## src/hms_defines.svh

```systemverilog
// Purpose: Register offsets, field positions, reset values and counts for the mode-select block
// Assumes: Included by bare name from the CORDIC and mode-select design files
// Notes: Definitions only
`ifndef HMS_DEFINES_SVH
`define HMS_DEFINES_SVH

// Register offsets (word addresses on the register port)
`define HMS_ADDR_SETTINGS 16'h000b
`define HMS_ADDR_COMP_A 16'h0111
`define HMS_ADDR_COMP_B 16'h0112
`define HMS_ADDR_COMP_C 16'h0113
`define HMS_ADDR_COMP_D 16'h0114
`define HMS_ADDR_MAG 16'h0120
`define HMS_ADDR_ANG 16'h0121
`define HMS_ADDR_LIN_ANG 16'h0122

// Settings register layout and reset
`define HMS_SETTINGS_RESET 16'h0002
`define HMS_SETTINGS_WMASK 16'h08d2
`define HMS_BIT_RANGE_EXT 11
`define HMS_BIT_RDY_TRI 1
`define HMS_MODE_MSB 7
`define HMS_MODE_LSB 4

// Mode field codes, bits 7..4
`define HMS_CODE_TOP_GRAD 4'h9
`define HMS_CODE_SIDE_ABS 4'hc
`define HMS_CODE_SIDE_GRAD 4'hd

// Counts
`define HMS_RST_CYCLES 16
`define HMS_CORDIC_ITER 16
`define HMS_ANGLE_HALF 16'h8000
`define HMS_RESULT_RESET 16'h0000

`endif

```

## src/hms_pkg.sv

```systemverilog
// Purpose: Types shared by the mode-select block
// Assumes: Nothing beyond the defines header
// Notes: Types only; numbers live in the defines header
`default_nettype none
package hms_pkg;
  typedef enum logic [1:0] {
    MODE_TOP_GRAD,
    MODE_SIDE_ABS,
    MODE_SIDE_GRAD,
    MODE_NONE
  } hms_mode_e;

  typedef enum logic [1:0] {
    ST_IDLE,
    ST_ACQ,
    ST_CALC
  } hms_state_e;
endpackage
`default_nettype wire

```

## src/hms_sync.sv

```systemverilog
// Purpose: Three-stage synchroniser with agreement filter for a pin level
// Assumes: Pin is asynchronous to clk
// Notes: Level only changes once stages two and three agree
`timescale 1ns/1ns
`default_nettype none
module hms_sync (
  input wire logic clk, // Core clock
  input wire logic rst, // Synchronous reset, active high
  input wire logic pinIn, // Asynchronous pin level
  output logic levelOut // Filtered level
);
  logic s1_q;
  logic s2_q;
  logic s3_q;
  logic level_q;

  // First stage feeds only the second, to contain metastability
  always_ff @(posedge clk) begin
    if (rst) begin
      s1_q <= 1'b0;
      s2_q <= 1'b0;
      s3_q <= 1'b0;
      level_q <= 1'b0;
    end else begin
      s1_q <= pinIn;
      s2_q <= s1_q;
      s3_q <= s2_q;
      if (s2_q == s3_q) begin
        level_q <= s3_q;
      end
    end
  end

  assign levelOut = level_q;
endmodule
`default_nettype wire

```

## src/hms_cordic.sv

```systemverilog
// Purpose: Iterative vectoring CORDIC giving half-gain magnitude and atan2 angle
// Assumes: Inputs stable in the start cycle; one result per start
// Notes: Half of the CORDIC gain lands on the 0.8234 magnitude scale
`timescale 1ns/1ns
`default_nettype none
`include "hms_defines.svh"
module hms_cordic #(
  parameter int W = 17,
  parameter int ITER = `HMS_CORDIC_ITER
) (
  input wire logic clk, // Core clock
  input wire logic rst, // Synchronous clear, also aborts a run
  input wire logic start, // One-cycle start pulse
  input wire logic signed [W-1:0] xIn, // Horizontal operand
  input wire logic signed [W-1:0] yIn, // Vertical operand
  output logic busy, // Iterations running
  output logic done, // One-cycle result pulse
  output logic [15:0] magOut, // Scaled magnitude, saturated
  output logic [15:0] angOut // Angle, full turn is 2^16
);
  // Guard bits below the point; without them shift truncation skews small vectors
  localparam int FB = 8;
  localparam int XW = W + 2 + FB;

  logic signed [XW-1:0] x_q;
  logic signed [XW-1:0] y_q;
  logic [15:0] z_q;
  logic [4:0] it_q;
  logic running_q;
  logic done_q;
  logic [15:0] mag_q;
  logic [15:0] ang_q;

  // Arctangent of 2^-i in units of a 2^16 full turn
  function automatic logic [15:0] atanStep(input logic [4:0] i);
    case (i)
      5'h00: atanStep = 16'h2000;
      5'h01: atanStep = 16'h12e4;
      5'h02: atanStep = 16'h09fb;
      5'h03: atanStep = 16'h0511;
      5'h04: atanStep = 16'h028b;
      5'h05: atanStep = 16'h0146;
      5'h06: atanStep = 16'h00a3;
      5'h07: atanStep = 16'h0051;
      5'h08: atanStep = 16'h0029;
      5'h09: atanStep = 16'h0014;
      5'h0a: atanStep = 16'h000a;
      5'h0b: atanStep = 16'h0005;
      5'h0c: atanStep = 16'h0003;
      5'h0d: atanStep = 16'h0001;
      5'h0e: atanStep = 16'h0001;
      default: atanStep = 16'h0000;
    endcase
  endfunction

  // Pre-rotation into the right half plane keeps the loop convergent
  logic signed [XW-1:0] xExt;
  logic signed [XW-1:0] yExt;
  logic inLeft;
  assign xExt = {{2{xIn[W-1]}}, xIn, {FB{1'b0}}};
  assign yExt = {{2{yIn[W-1]}}, yIn, {FB{1'b0}}};
  assign inLeft = xIn[W-1];

  // One micro-rotation step
  logic signed [XW-1:0] xSh;
  logic signed [XW-1:0] ySh;
  logic signed [XW-1:0] xN;
  logic signed [XW-1:0] yN;
  logic [15:0] zN;
  logic lastIt;
  assign xSh = x_q >>> it_q;
  assign ySh = y_q >>> it_q;
  assign xN = y_q[XW-1] ? x_q - ySh : x_q + ySh;
  assign yN = y_q[XW-1] ? y_q + xSh : y_q - xSh;
  assign zN = y_q[XW-1] ? z_q - atanStep(it_q) : z_q + atanStep(it_q);
  assign lastIt = (it_q == 5'(ITER - 1));

  always_ff @(posedge clk) begin
    if (rst) begin
      x_q <= '0;
      y_q <= '0;
      z_q <= 16'h0000;
      it_q <= 5'h00;
      running_q <= 1'b0;
      done_q <= 1'b0;
      mag_q <= 16'h0000;
      ang_q <= 16'h0000;
    end else begin
      done_q <= 1'b0;
      if (start && !running_q) begin
        x_q <= inLeft ? -xExt : xExt;
        y_q <= inLeft ? -yExt : yExt;
        z_q <= inLeft ? `HMS_ANGLE_HALF : 16'h0000;
        it_q <= 5'h00;
        running_q <= 1'b1;
      end else if (running_q) begin
        x_q <= xN;
        y_q <= yN;
        z_q <= zN;
        it_q <= it_q + 5'h01;
        if (lastIt) begin
          running_q <= 1'b0;
          done_q <= 1'b1;
          mag_q <= (|xN[XW-1:FB+17]) ? 16'hffff : xN[FB+16:FB+1]; // Halved gain, saturated
          ang_q <= zN;
        end
      end
    end
  end

  assign busy = running_q;
  assign done = done_q;
  assign magOut = mag_q;
  assign angOut = ang_q;
endmodule
`default_nettype wire

```

## src/hms_mode_select.sv

```systemverilog
// Purpose: Settings register, component mapping, magnitude/angle results, low-power control
// Assumes: Front end delivers six pixel components with a strobe; register port is word based
// Notes: Low-power entry halts measurement, result storing and the register port; leaving it runs an internal reset cycle
`timescale 1ns/1ns
`default_nettype none
`include "hms_defines.svh"

module hms_mode_select
  import hms_pkg::*;
#(
  parameter int RST_CYCLES = `HMS_RST_CYCLES,
  parameter int ITER = `HMS_CORDIC_ITER
) (
  input wire logic clk, // Core clock, 250 MHz
  input wire logic rst, // Synchronous reset, active high
  input wire logic lowPowerPin, // Low-power request pin, asynchronous
  input wire logic regWrEn, // Register write strobe
  input wire logic regRdEn, // Register read strobe
  input wire logic [15:0] regAddr, // Register word address
  input wire logic [15:0] regWrData, // Register write data
  output logic [15:0] regRdData, // Register read data
  output logic regRdValid, // Read data valid pulse
  input wire logic measTrigger, // Start of a measurement cycle
  input wire logic sampleValid, // Pixel components valid
  input wire logic signed [15:0] pixBx0, // Pixel 0 x component
  input wire logic signed [15:0] pixBy0, // Pixel 0 y component
  input wire logic signed [15:0] pixBz0, // Pixel 0 z component
  input wire logic signed [15:0] pixBx1, // Pixel 1 x component
  input wire logic signed [15:0] pixBy1, // Pixel 1 y component
  input wire logic signed [15:0] pixBz1, // Pixel 1 z component
  output logic analogEnable, // Analog front end power
  output logic measBusy, // Measurement cycle in progress
  output logic resultValid, // New results pulse
  output logic readyPinTristate, // Settings bit 1
  output logic magnetRangeExtension, // Settings bit 11
  output logic resetCycleBusy // Reset cycle after low power
);
  localparam int CW = $clog2(RST_CYCLES + 1);

  // Low-power pin level and its falling edge
  logic lpLevel;
  logic lpPrev_q;
  logic lpFall;

  hms_sync u_hms_sync (
    .clk(clk),
    .rst(rst),
    .pinIn(lowPowerPin),
    .levelOut(lpLevel)
  );

  assign lpFall = ~lpLevel & lpPrev_q;

  // Reset cycle counter; rst held high also clears it on a clock edge
  // Reloaded on every fall, so a second short pulse restarts the full cycle
  logic [CW-1:0] rstCnt_q;
  logic [CW-1:0] rstCnt_d;
  logic resetActive;
  logic halt;
  logic regClear;
  assign resetActive = (rstCnt_q != '0);
  assign rstCnt_d = lpFall ? CW'(RST_CYCLES) : (resetActive ? rstCnt_q - 1'b1 : rstCnt_q);
  assign halt = lpLevel | resetActive;
  assign regClear = rst | lpFall | resetActive;

  always_ff @(posedge clk) begin
    if (rst) begin
      lpPrev_q <= 1'b0;
      rstCnt_q <= '0;
    end else begin
      lpPrev_q <= lpLevel;
      rstCnt_q <= rstCnt_d;
    end
  end

  // Settings register; unwritable bits read back as zero
  // Writes while halted are dropped, not queued; the host must rewrite them
  logic [15:0] settings_q;
  logic [15:0] settings_d;
  logic portOpen;
  logic settingsWr;
  assign portOpen = ~halt;
  assign settingsWr = portOpen & regWrEn & (regAddr == `HMS_ADDR_SETTINGS);
  assign settings_d = settingsWr ? (regWrData & `HMS_SETTINGS_WMASK) : settings_q;

  always_ff @(posedge clk) begin
    if (regClear) begin
      settings_q <= `HMS_SETTINGS_RESET;
    end else begin
      settings_q <= settings_d;
    end
  end

  assign readyPinTristate = settings_q[`HMS_BIT_RDY_TRI];
  assign magnetRangeExtension = settings_q[`HMS_BIT_RANGE_EXT];

  // Mode decode from bits 7..4; range extension and ready bits do not alter the mode
  logic [3:0] modeCode;
  hms_mode_e modeNow;
  assign modeCode = settings_q[`HMS_MODE_MSB:`HMS_MODE_LSB];
  assign modeNow = (modeCode == `HMS_CODE_TOP_GRAD) ? MODE_TOP_GRAD :
                   (modeCode == `HMS_CODE_SIDE_ABS) ? MODE_SIDE_ABS :
                   (modeCode == `HMS_CODE_SIDE_GRAD) ? MODE_SIDE_GRAD :
                   MODE_NONE;

  // Measurement sequencer; mode is sampled at the trigger only
  // Undefined mode codes never start a cycle, so acquire cannot hang on them
  hms_state_e state_q;
  hms_state_e state_d;
  hms_mode_e measMode_q;
  logic cordDone;
  logic cordBusy;
  logic takeTrigger;
  logic takeSample;
  assign takeTrigger = (state_q == ST_IDLE) & measTrigger & (modeNow != MODE_NONE);
  assign takeSample = (state_q == ST_ACQ) & sampleValid;

  always_comb begin
    state_d = state_q;
    case (state_q)
      ST_IDLE: begin
        if (takeTrigger) begin
          state_d = ST_ACQ;
        end
      end
      ST_ACQ: begin
        if (sampleValid) begin
          state_d = ST_CALC;
        end
      end
      ST_CALC: begin
        if (cordDone) begin
          state_d = ST_IDLE;
        end
      end
      default: state_d = ST_IDLE;
    endcase
    if (halt) begin
      state_d = ST_IDLE;
    end
  end

  // Sequencer state; a halted cycle simply ends with no result
  always_ff @(posedge clk) begin
    if (rst) begin
      state_q <= ST_IDLE;
      measMode_q <= MODE_NONE;
    end else begin
      state_q <= state_d;
      if (takeTrigger && !halt) begin
        measMode_q <= modeNow;
      end
    end
  end

  // Component routing per latched mode
  // Differences carry one extra bit so opposite full-scale readings cannot wrap
  logic [15:0] mapA;
  logic [15:0] mapB;
  logic signed [16:0] mapX;
  logic signed [16:0] mapY;
  logic signed [16:0] diffX;
  logic signed [16:0] diffY;
  logic signed [16:0] diffZ;
  logic topMode;
  logic gradMode;
  assign diffX = 17'(pixBx1) - 17'(pixBx0);
  assign diffY = 17'(pixBy1) - 17'(pixBy0);
  assign diffZ = 17'(pixBz1) - 17'(pixBz0);
  assign topMode = (measMode_q == MODE_TOP_GRAD);
  assign gradMode = (measMode_q != MODE_SIDE_ABS);
  assign mapA = topMode ? pixBz0 : pixBy0;
  assign mapB = topMode ? pixBz1 : pixBy1;
  assign mapX = gradMode ? diffX : {pixBx0[15], pixBx0};
  assign mapY = topMode ? diffZ : (gradMode ? diffY : {pixBy0[15], pixBy0});

  // Operand stage into the CORDIC
  // Registered operands cut the path from the pixel inputs into the engine
  logic signed [16:0] cordX_q;
  logic signed [16:0] cordY_q;
  logic cordStart_q;

  always_ff @(posedge clk) begin
    if (rst) begin
      cordX_q <= '0;
      cordY_q <= '0;
      cordStart_q <= 1'b0;
    end else begin
      cordStart_q <= takeSample & ~halt;
      if (takeSample) begin
        cordX_q <= mapX;
        cordY_q <= mapY;
      end
    end
  end

  // Engine is held cleared through low power and the reset cycle
  logic [15:0] cordMag;
  logic [15:0] cordAng;
  hms_cordic #(
    .W(17),
    .ITER(ITER)
  ) u_hms_cordic (
    .clk(clk),
    .rst(rst | halt),
    .start(cordStart_q),
    .xIn(cordX_q),
    .yIn(cordY_q),
    .busy(cordBusy),
    .done(cordDone),
    .magOut(cordMag),
    .angOut(cordAng)
  );

  // Output registers; components on the sample, results on completion
  // Components refused in the first halted cycle, before the state falls idle
  // Linearized word copies the raw angle until a correction table is added
  logic [15:0] compA_q;
  logic [15:0] compB_q;
  logic [15:0] compC_q;
  logic [15:0] compD_q;
  logic [15:0] mag_q;
  logic [15:0] ang_q;
  logic [15:0] linAng_q;
  logic resValid_q;
  logic storeRes;
  assign storeRes = cordDone & (state_q == ST_CALC) & ~halt;

  always_ff @(posedge clk) begin
    if (regClear) begin
      compA_q <= `HMS_RESULT_RESET;
      compB_q <= `HMS_RESULT_RESET;
      compC_q <= `HMS_RESULT_RESET;
      compD_q <= `HMS_RESULT_RESET;
      mag_q <= `HMS_RESULT_RESET;
      ang_q <= `HMS_RESULT_RESET;
      linAng_q <= `HMS_RESULT_RESET;
      resValid_q <= 1'b0;
    end else begin
      resValid_q <= storeRes;
      if (takeSample && !lpLevel) begin
        compA_q <= mapA;
        compB_q <= mapB;
        compC_q <= pixBx0;
        compD_q <= pixBx1;
      end
      if (storeRes) begin
        mag_q <= cordMag;
        ang_q <= cordAng;
        linAng_q <= cordAng; // Table correction lives outside this block
      end
    end
  end

  // Read decode; unmapped words read as zero
  logic [15:0] rdMux;
  assign rdMux = (regAddr == `HMS_ADDR_SETTINGS) ? settings_q :
                 (regAddr == `HMS_ADDR_COMP_A) ? compA_q :
                 (regAddr == `HMS_ADDR_COMP_B) ? compB_q :
                 (regAddr == `HMS_ADDR_COMP_C) ? compC_q :
                 (regAddr == `HMS_ADDR_COMP_D) ? compD_q :
                 (regAddr == `HMS_ADDR_MAG) ? mag_q :
                 (regAddr == `HMS_ADDR_ANG) ? ang_q :
                 (regAddr == `HMS_ADDR_LIN_ANG) ? linAng_q :
                 16'h0000;

  // Registered read answer; silent while halted
  // Zero data when refused, so a stale word never leaks onto the port
  logic [15:0] rdData_q;
  logic rdValid_q;
  always_ff @(posedge clk) begin
    if (rst) begin
      rdData_q <= 16'h0000;
      rdValid_q <= 1'b0;
    end else begin
      rdValid_q <= regRdEn & portOpen;
      rdData_q <= (regRdEn && portOpen) ? rdMux : 16'h0000;
    end
  end

  assign regRdData = rdData_q;
  assign regRdValid = rdValid_q;
  assign analogEnable = ~lpLevel;
  assign measBusy = (state_q != ST_IDLE) | cordBusy;
  assign resultValid = resValid_q;
  assign resetCycleBusy = resetActive;
endmodule
`default_nettype wire

```

## config.mk

```make
export PLATFORM = sky130hd
export DESIGN_NAME = hms_mode_select
export DESIGN_NICKNAME = d
export VERILOG_FILES = /design/src/hms_pkg.sv /design/src/hms_sync.sv /design/src/hms_cordic.sv /design/src/hms_mode_select.sv
export VERILOG_INCLUDE_DIRS = /design/src
export SDC_FILE = /design/constraint.sdc
export NUM_CORES = 1
export LEC_CHECK = 0
export ABC_AREA = 1
export BUFFER_PORTS_ARGS = -buffer_cell sky130_fd_sc_hd__buf_2
export CAP_MARGIN = 20
export CELL_PAD_IN_SITES_DETAIL_PLACEMENT = 1
export CELL_PAD_IN_SITES_GLOBAL_PLACEMENT = 1
export CORE_AREA = 2 2 241 243
export CTS_CLUSTER_DIAMETER = 100
export DETAILED_ROUTE_END_ITERATION = 6
export DIE_AREA = 0 0 243 245
export GPL_TIMING_DRIVEN = 0
export PLACE_DENSITY = 0.79
export SLEW_MARGIN = 10
export SYNTH_ARGS = -nofsm -noshare
export SYNTH_HDL_FRONTEND = slang
export SYNTH_SLANG_ARGS = --single-unit
```

## constraint.sdc

```tcl
create_clock -name clk -period 4.4 [get_ports clk]
set_clock_uncertainty 0.1 [all_clocks]
set_input_delay 0.44 -clock clk [delete_from_list [all_inputs] [get_ports clk]]
set_output_delay 0.44 -clock clk [all_outputs]
set_load 0.03 [all_outputs]
```

=== Yosys cells after proc, flatten, opt, wreduce, memory -nomap -nowiden ===
Memory sizes are Yosys's and may differ from the RTL's. A register that Yosys moved wholly into a read port is not among the register bits.
Index checks and enable logic that the tools add are counted.

* Order comparisons: 0
* Shifts and indexed selects: 2
* Divide/modulo/power cells: 0
* Multiplexer cells: 45
* Add/subtract/negate cells: 13
* Reductions and logical operators: 22
* Bitwise operators: 20
* Multipliers: 0
* Eq/ne operators: 20

{| class="wikitable"
|+ Operators by type and width
! kind !! count
|-
| 2-to-1 mux 16 bit || 16
|-
| 2-to-1 mux 27 bit || 8
|-
| == test 16 x 9 -> 1 bit (second input constant) || 7
|-
| adder 27 bit || 2
|-
| negation 25 -> 27 bit || 2
|-
| >>> shifter 27 x 5 -> 27 bit || 2
|-
| subtractor 27 bit || 2
|-
| 2-to-1 mux 17 bit || 3
|-
| subtractor 16 x 16 -> 17 bit || 3
|-
| adder 16 bit || 1
|-
| == test 16 x 4 -> 1 bit (second input constant) || 1
|-
| 2-to-1 mux 4 bit || 4
|-
| subtractor 16 bit || 1
|-
| 2-to-1 mux 12 bit || 1
|-
| bitwise AND 1 bit || 10
|-
| 2-to-1 mux 2 bit || 5
|-
| 2-to-1 mux 5 bit || 2
|-
| OR reduction 2 bit || 5
|-
| == test 3 bit (second input constant) || 3
|-
| inequality test 2 bit (second input constant) || 3
|-
| one-hot mux 2 bit (3 select lines) || 1
|-
| AND reduction 3 bit || 2
|-
| nonzero test 2 bit || 3
|-
| OR reduction 3 bit || 2
|-
| 14 further kinds || 33
|}

* Memories: 2
* Bits in read-only memories: 448
* Bits in latches: 0
* Output and inout port bits: 23
* Memory bits (writable): 0
* Flip-flop bits (word level): 277
* Logic and storage cells: 155
* Input bits: 135

{| class="wikitable"
|+ Memories
! memory !! words !! width !! read ports !! clocked after Yosys merged registers in !! write ports !! RTL line !! text
|-
| (no name shown) || 16 || 14 || 1 || 1 || 0 || hms_cordic.sv:36 || <nowiki>case (i)</nowiki>
|-
| (no name shown) || 16 || 14 || 1 || 1 || 0 || hms_cordic.sv:36 ||
|}

=== Longest topological paths before layout ===
* Depth in word-level cells: 9
* Mapped depth: 39
* Gate-level depth less buffers: 36

=== By module ===
Synthesis repeated with hierarchy kept, for this count alone.

* Cell total of the unflattened synthesis: 3862
* Area, all modules: 23772.8 sq um

{| class="wikitable"
|+ By module, submodules not included
! module !! seq. area each (sq um) !! area an instance (sq um) !! times used !! cells each
|-
| hms_cordic || 2462.4 || 13419.1 || 1 || 2281
|-
| hms_mode_select || 3283.1 || 10232.3 || 1 || 1568
|-
| hms_sync || 80.1 || 121.4 || 1 || 13
|}

=== Worst setup path after synthesis ===
No wires, ideal clock.

* Path kind: flip-flop to flip-flop
* Start point: register u_hms_cordic.it_q[0]
* End point: register u_hms_cordic.mag_q[10], in the netlist u_hms_cordic.magOut[10]
* Clock period less this slack: 4404 ps
* Buffers on the path: 4
* Data arrival time: 4195 ps
* Required time: 4191 ps
* Slack: -4 ps
* Cell stages (with the launch flop): 39
* Path through: dfxtp_1 -> buf_6 -> inv_6 -> buf_6 -> buf_2 -> o211ai_1 -> o211ai_1 -> nand2_1 -> o21ai_0 -> nand2_1 -> o21ai_0 -> inv_1 -> ha_1 -> nand3_1 -> nor2_2 -> nand2_1 -> nor2_2 -> nand2_1 -> (+3 left out) -> nand2_1 -> o21ai_0 -> inv_1 -> ha_1 -> nand2_1 -> nor4_1 -> o21ai_0 -> nand3_1 -> nand2_1 -> inv_1 -> o21ai_0 -> nand2_1 -> nand2_1 -> nand2_1 -> buf_2 -> nand3_1 -> nand2_1 -> inv_1

* Longest elaborated chain between the ends: 5
* Elaborated cells between the ends (all ways): 8
* Those cells by class: add/sub (2); eq/ne (1); shift (1); mux (2); reduce/logical (2)

{| class="wikitable"
|+ RTL lines
! item !! RTL line !! text
|-
| start: declaration || hms_cordic.sv:28 || <nowiki>logic [4:0] it_q;</nowiki>
|-
| start signal: assignment || hms_cordic.sv:100 || <nowiki>it_q <= it_q + 5'h01;</nowiki>
|-
| >>> shifter 27 x 5 -> 27 bit || hms_cordic.sv:72 || <nowiki>assign ySh = y_q >>> it_q;</nowiki>
|-
| adder 27 bit or subtractor 27 bit (tied branches) || hms_cordic.sv:73 || <nowiki>assign xN = y_q[XW-1] ? x_q - ySh : x_q + ySh;</nowiki>
|-
| 2-to-1 mux 27 bit || hms_cordic.sv:73 ||
|-
| OR reduction 2 bit || hms_cordic.sv:104 || <nowiki>mag_q <= (|xN[XW-1:FB+17]) ? 16'hffff : xN[FB+16:FB+1];</nowiki>
|-
| 2-to-1 mux 16 bit || hms_cordic.sv:104 ||
|-
| end signal: assignment || hms_cordic.sv:104 ||
|-
| end: declaration || hms_cordic.sv:31 || <nowiki>logic [15:0] mag_q;</nowiki>
|}

Parallel ways exist; a longest one is shown, timed or not.
A chain may end at the register's enable or synchronous reset.

=== Final worst setup path ===
* Start point: register u_hms_cordic.y_q[26]
* End point: register u_hms_cordic.mag_q[12], in the netlist u_hms_cordic.magOut[12]

* Longest elaborated chain between the ends: 5
* Elaborated cells between the ends (all ways): 6
* Those cells by class: add/sub (2); shift (1); mux (2); reduce/logical (1)

{| class="wikitable"
|+ RTL lines
! item !! RTL line !! text
|-
| start: declaration || hms_cordic.sv:26 || <nowiki>logic signed [XW-1:0] y_q;</nowiki>
|-
| start signal: assignment || hms_cordic.sv:92 || <nowiki>y_q <= inLeft ? -yExt : yExt;</nowiki>
|-
| start signal: assignment || hms_cordic.sv:98 || <nowiki>y_q <= yN;</nowiki>
|-
| >>> shifter 27 x 5 -> 27 bit || hms_cordic.sv:72 ||
|-
| adder 27 bit or subtractor 27 bit (tied branches) || hms_cordic.sv:73 ||
|-
| 2-to-1 mux 27 bit (*) || hms_cordic.sv:73 ||
|-
| OR reduction 2 bit || hms_cordic.sv:104 ||
|-
| 2-to-1 mux 16 bit (*) || hms_cordic.sv:104 ||
|}

Mark *: on every way between the ends. The rest lies on a longest branch, timed or not.

==> summary.md <==
| Metric | Value |
|---|---|
| Slew Limit Fails | 0 |
| Yosys top cell area share | 0.257 |
| Total Power | a little under 7000 uW |
| 1st-iter DRT viols | roughly 2200 |
| Area after DPL | about 24000 um2 |
| Slew HR | 0.204 |
| Crit path largest cell delay | around 500 ps |
| Top Family by Delay on Critical Path | buffers and inverters |
| Min-Delay Path Class | primary input to flop |
| Buffers on Ports | 146 |
| Clk slew on worst S/H paths | 60 ps |
| Synthesized net count | approximately 3900 |
| GR Util All Layers | 0.340 |
| Setup Viol. Count Final | 48 |
| Hold slack | 8.86 ps |
| Clk buf depth | 3 |
| VDD IR max | about 300 uV |
| Layout cells sized above 1 | 0.218 |
| GR Util met3 | 0.0551 |
| Global-route wire length before repair | between 150000 and 200000 um |
| Initial core utilization | 0.397 |
| Synth top area cells | dfxtp_1, nand2_1, nand3_1 |
| Number of H-tree levels | 2 |
| Site row count | 88 |
| Post-synthesis async set-or-reset flop share | 0 |
| CP endpoint kind | flop |
| Yosys top cell by area | dfxtp_1 |
| Via density | between 5 and 6 |
| Highest Clock Rate | about 0.20 GHz |
| Top-count cell post-synth | nand2_1 |
| Critical path launch point type | flop |
| Met2 usage | 0.578 |
| Full die area | around 60000 um2 |
| Critical-path cell list | clkbuf_4, nand2_1, clkbuf_1, clkbuf_1, nand2_1, nor2_1, nand2_1, nor2_1, nand3_1, a31oi_1, ha_1, a21oi_1, inv_1, a21oi_2, inv_1, a221oi_2, nand2_2, inv_1, nand2_2, nand2_4, buf_6, nand3_2, nand2_1, inv_1 |
| Number of synthesized flops with an enable pin | 0 |
| Status | finished with violations |
| WL/cell | 23.6 um |
| Area growth syn-to-layout | 27.5% |
| Failing checks | negative setup slack |
| CP arrival | about 5400 ps |
| Pwr/cell area | around 230 nW/um2 |
| Final Hold Viols | 0 |
| Minimum clock period | about 5000 ps |
| Sequential fraction of the synthesis area | 0.257 |
| FILL cells | roughly 7600 |
| Routed via count | roughly 27000 |
| Flop2flop setup slack | -640 ps |
| GRT overflow | 0 |
| Most frequent cells after synthesis | nand2_1, inv_1, nand3_1, a21oi_1, o21ai_0 |
| Core Box Area | between 50000 and 60000 um2 |
| RSZ-0062 raised after global routing | yes |
| Clk sinks | 291 |
| Warnings, synthesis | 0 |
| TritonCTS clock tree | built |
| Cell Area, Synth | ~23000 um2 |
| Final net count | between 4000 and 5000 |
| FF+latch count, synth | 291 |
| Detailed Routing Iterations Pass 1 | 5 |
| Critical path fanouts, max | 10 |
| Chip Width | 243 um |
| Detailed placement HPWL | 79900 um |
| Busiest grt layer | met2 |
| Largest net degree at the start of global routing | 14 |
| Slowest-stage cell, CP | clkbuf_1 |
| WP data required | around 4800 ps |
| P_leak | ~0.013 uW |
| Max-cap violations | 0 |
| Top Ports | 158 |
| Top_reg_cell synth | dfxtp_1 |
| Tightest Pin Transition | about 1200 ps |
| Cell count after synthesis | 3595 |
| Vias in the first global route | about 27000 |
| GPL Wtd Cong | 1.01 |
| Routed WL | roughly 110000 um |
| Die H | 245 um |
| CP bufs+invs | 8 |
| Routed Antenna Nets | 0 |
| Final Cell Area | approximately 29000 um2 |
| Detailed-route DRC error count | 0 |
| CTS root buf | clkbuf_16 |
| Final worst-path cycle share | 1.14 |
| Yosys cell types | between 50 and 60 |
| Crit Path Category | flop to flop |
| Initial antenna violation count | 3 |
| Total CTS buffers | 34 |
| Clk_lat worst skew | about 590 ps |
| Final WS setup | -636 ps |
| M1 GR Usage | 0.411 |
| Mean Syn Cell Area | 6.30 um2 |
-- metal layers --
metal / up-vias / share of wire
met2: 1128 / 0.46
met5: - / 0.00044
met3: 398 / 0.064
met1: 13200 / 0.40
met4: 2 / 0.072
li1: 12700 / -
-- through the flow --
step	instances	utilization	setup TNS (ps)	worst slack, ps
2_1_floorplan	3595	-	0	32.5
3_3_place_gp	4506	0.427	-54470	-1660
3_5_place_dp	4506	0.427	-53280	-1620
4_1_cts	4633	0.475	-9020	-379
5_1_grt	4676	0.506	-23230	-744
6_report	4676	0.506	-15990	-636
-- final timing paths --
check / start / to / depth (start not counted)
setup / recovery: u_hms_cordic.y_q[26] / u_hms_cordic.magOut[12] / 24
hold reg to reg: u_hms_sync.s1_q / u_hms_sync.s2_q / 2
hold / removal: regWrData[6] / settings_q[6] / 3
setup reg to reg: u_hms_cordic.y_q[26] / u_hms_cordic.magOut[12] / 24
-- what timing repair did --
action	4_1_cts	5_1_grt
setup buffers	63	49
hold endpoints to repair	3	0
endpoints found under the setup margin	65	67
hold buffers	3	0
cloned	2	0
gates resized for setup	274	372
pin swaps	83	92
-- layout by cell type, fill, tap and decap left out, drive strengths merged, types with 28 or more instances in the layout --
cell type,Yosys,layout
o22ai,28,28
o211ai,35,35
nand3,398,398
nand4,31,31
nand2,746,746
nor2,293,293
ha,130,130
dfxtp,291,291
a31oi,49,49
o21ai,316,316
xnor2,33,33
nor3,35,35
clkbuf,99,151
inv,430,431
xor2,73,73
a21oi,388,388
buf,75,319
-- where the power goes --
part | total [uW] | switching, uW | leakage, uW | internal [uW]
clock | 2920 | 1240 | 0.000560 | 1670
combinational | 1140 | 842 | 0.0103 | 302
sequential | 2670 | 14.3 | 0.00235 | 2660
-- cell type report --
class | count | area, um2 | area share
antenna | 3 | 7.51 | 0.000260
buffer | 170 | 958 | 0.0332
clock buffer | 48 | 1010 | 0.0351
clock inverter | 12 | 114 | 0.00394
inverter | 434 | 1650 | 0.0570
multi-input combinational | 2696 | 16700 | 0.578
sequential | 291 | 5840 | 0.202
tap | 765 | 957 | 0.0331
timing repair buffer | 257 | 1660 | 0.0574
-- cells by family (layout without fill, tap and decap cells) --
| group | count (synthesis) | in the layout | synth area share |
|---|---|---|---|
| AO/OA/AOI/OAI | 908 | 908 | 0.222 |
| XOR/XNOR | 106 | 106 | 0.0410 |
| adder cells (fa/ha/maj) | 136 | 136 | 0.0771 |
| buffers and inverters | 608 | 921 | 0.108 |
| flip-flops | 291 | 291 | 0.257 |
| multiplexers | 1 | 1 | 0.000442 |
| other | 0 | 3 | 0 |
| AND/OR/NAND/NOR | 1545 | 1545 | 0.294 |
-- registers in the layout (all words and copies together), names as in the netlist, 17 cells and up, named ones only --
signal,cells
cordX_q,17
u_hms_cordic.y_q,27
cordY_q,17
u_hms_cordic.x_q,27
-- worst register-to-register path, delay by kind of cell, from the launching register on --
family / cells / cell delay [ps]
buffers and inverters: 8 / 1680
AND/OR/NAND/NOR: 11 / 1350
AO/OA/AOI/OAI: 4 / 1080
adder cells (fa/ha/maj): 1 / 450
flip-flops: 1 / 290
Note: power is estimated with default switching activity, not from simulation.
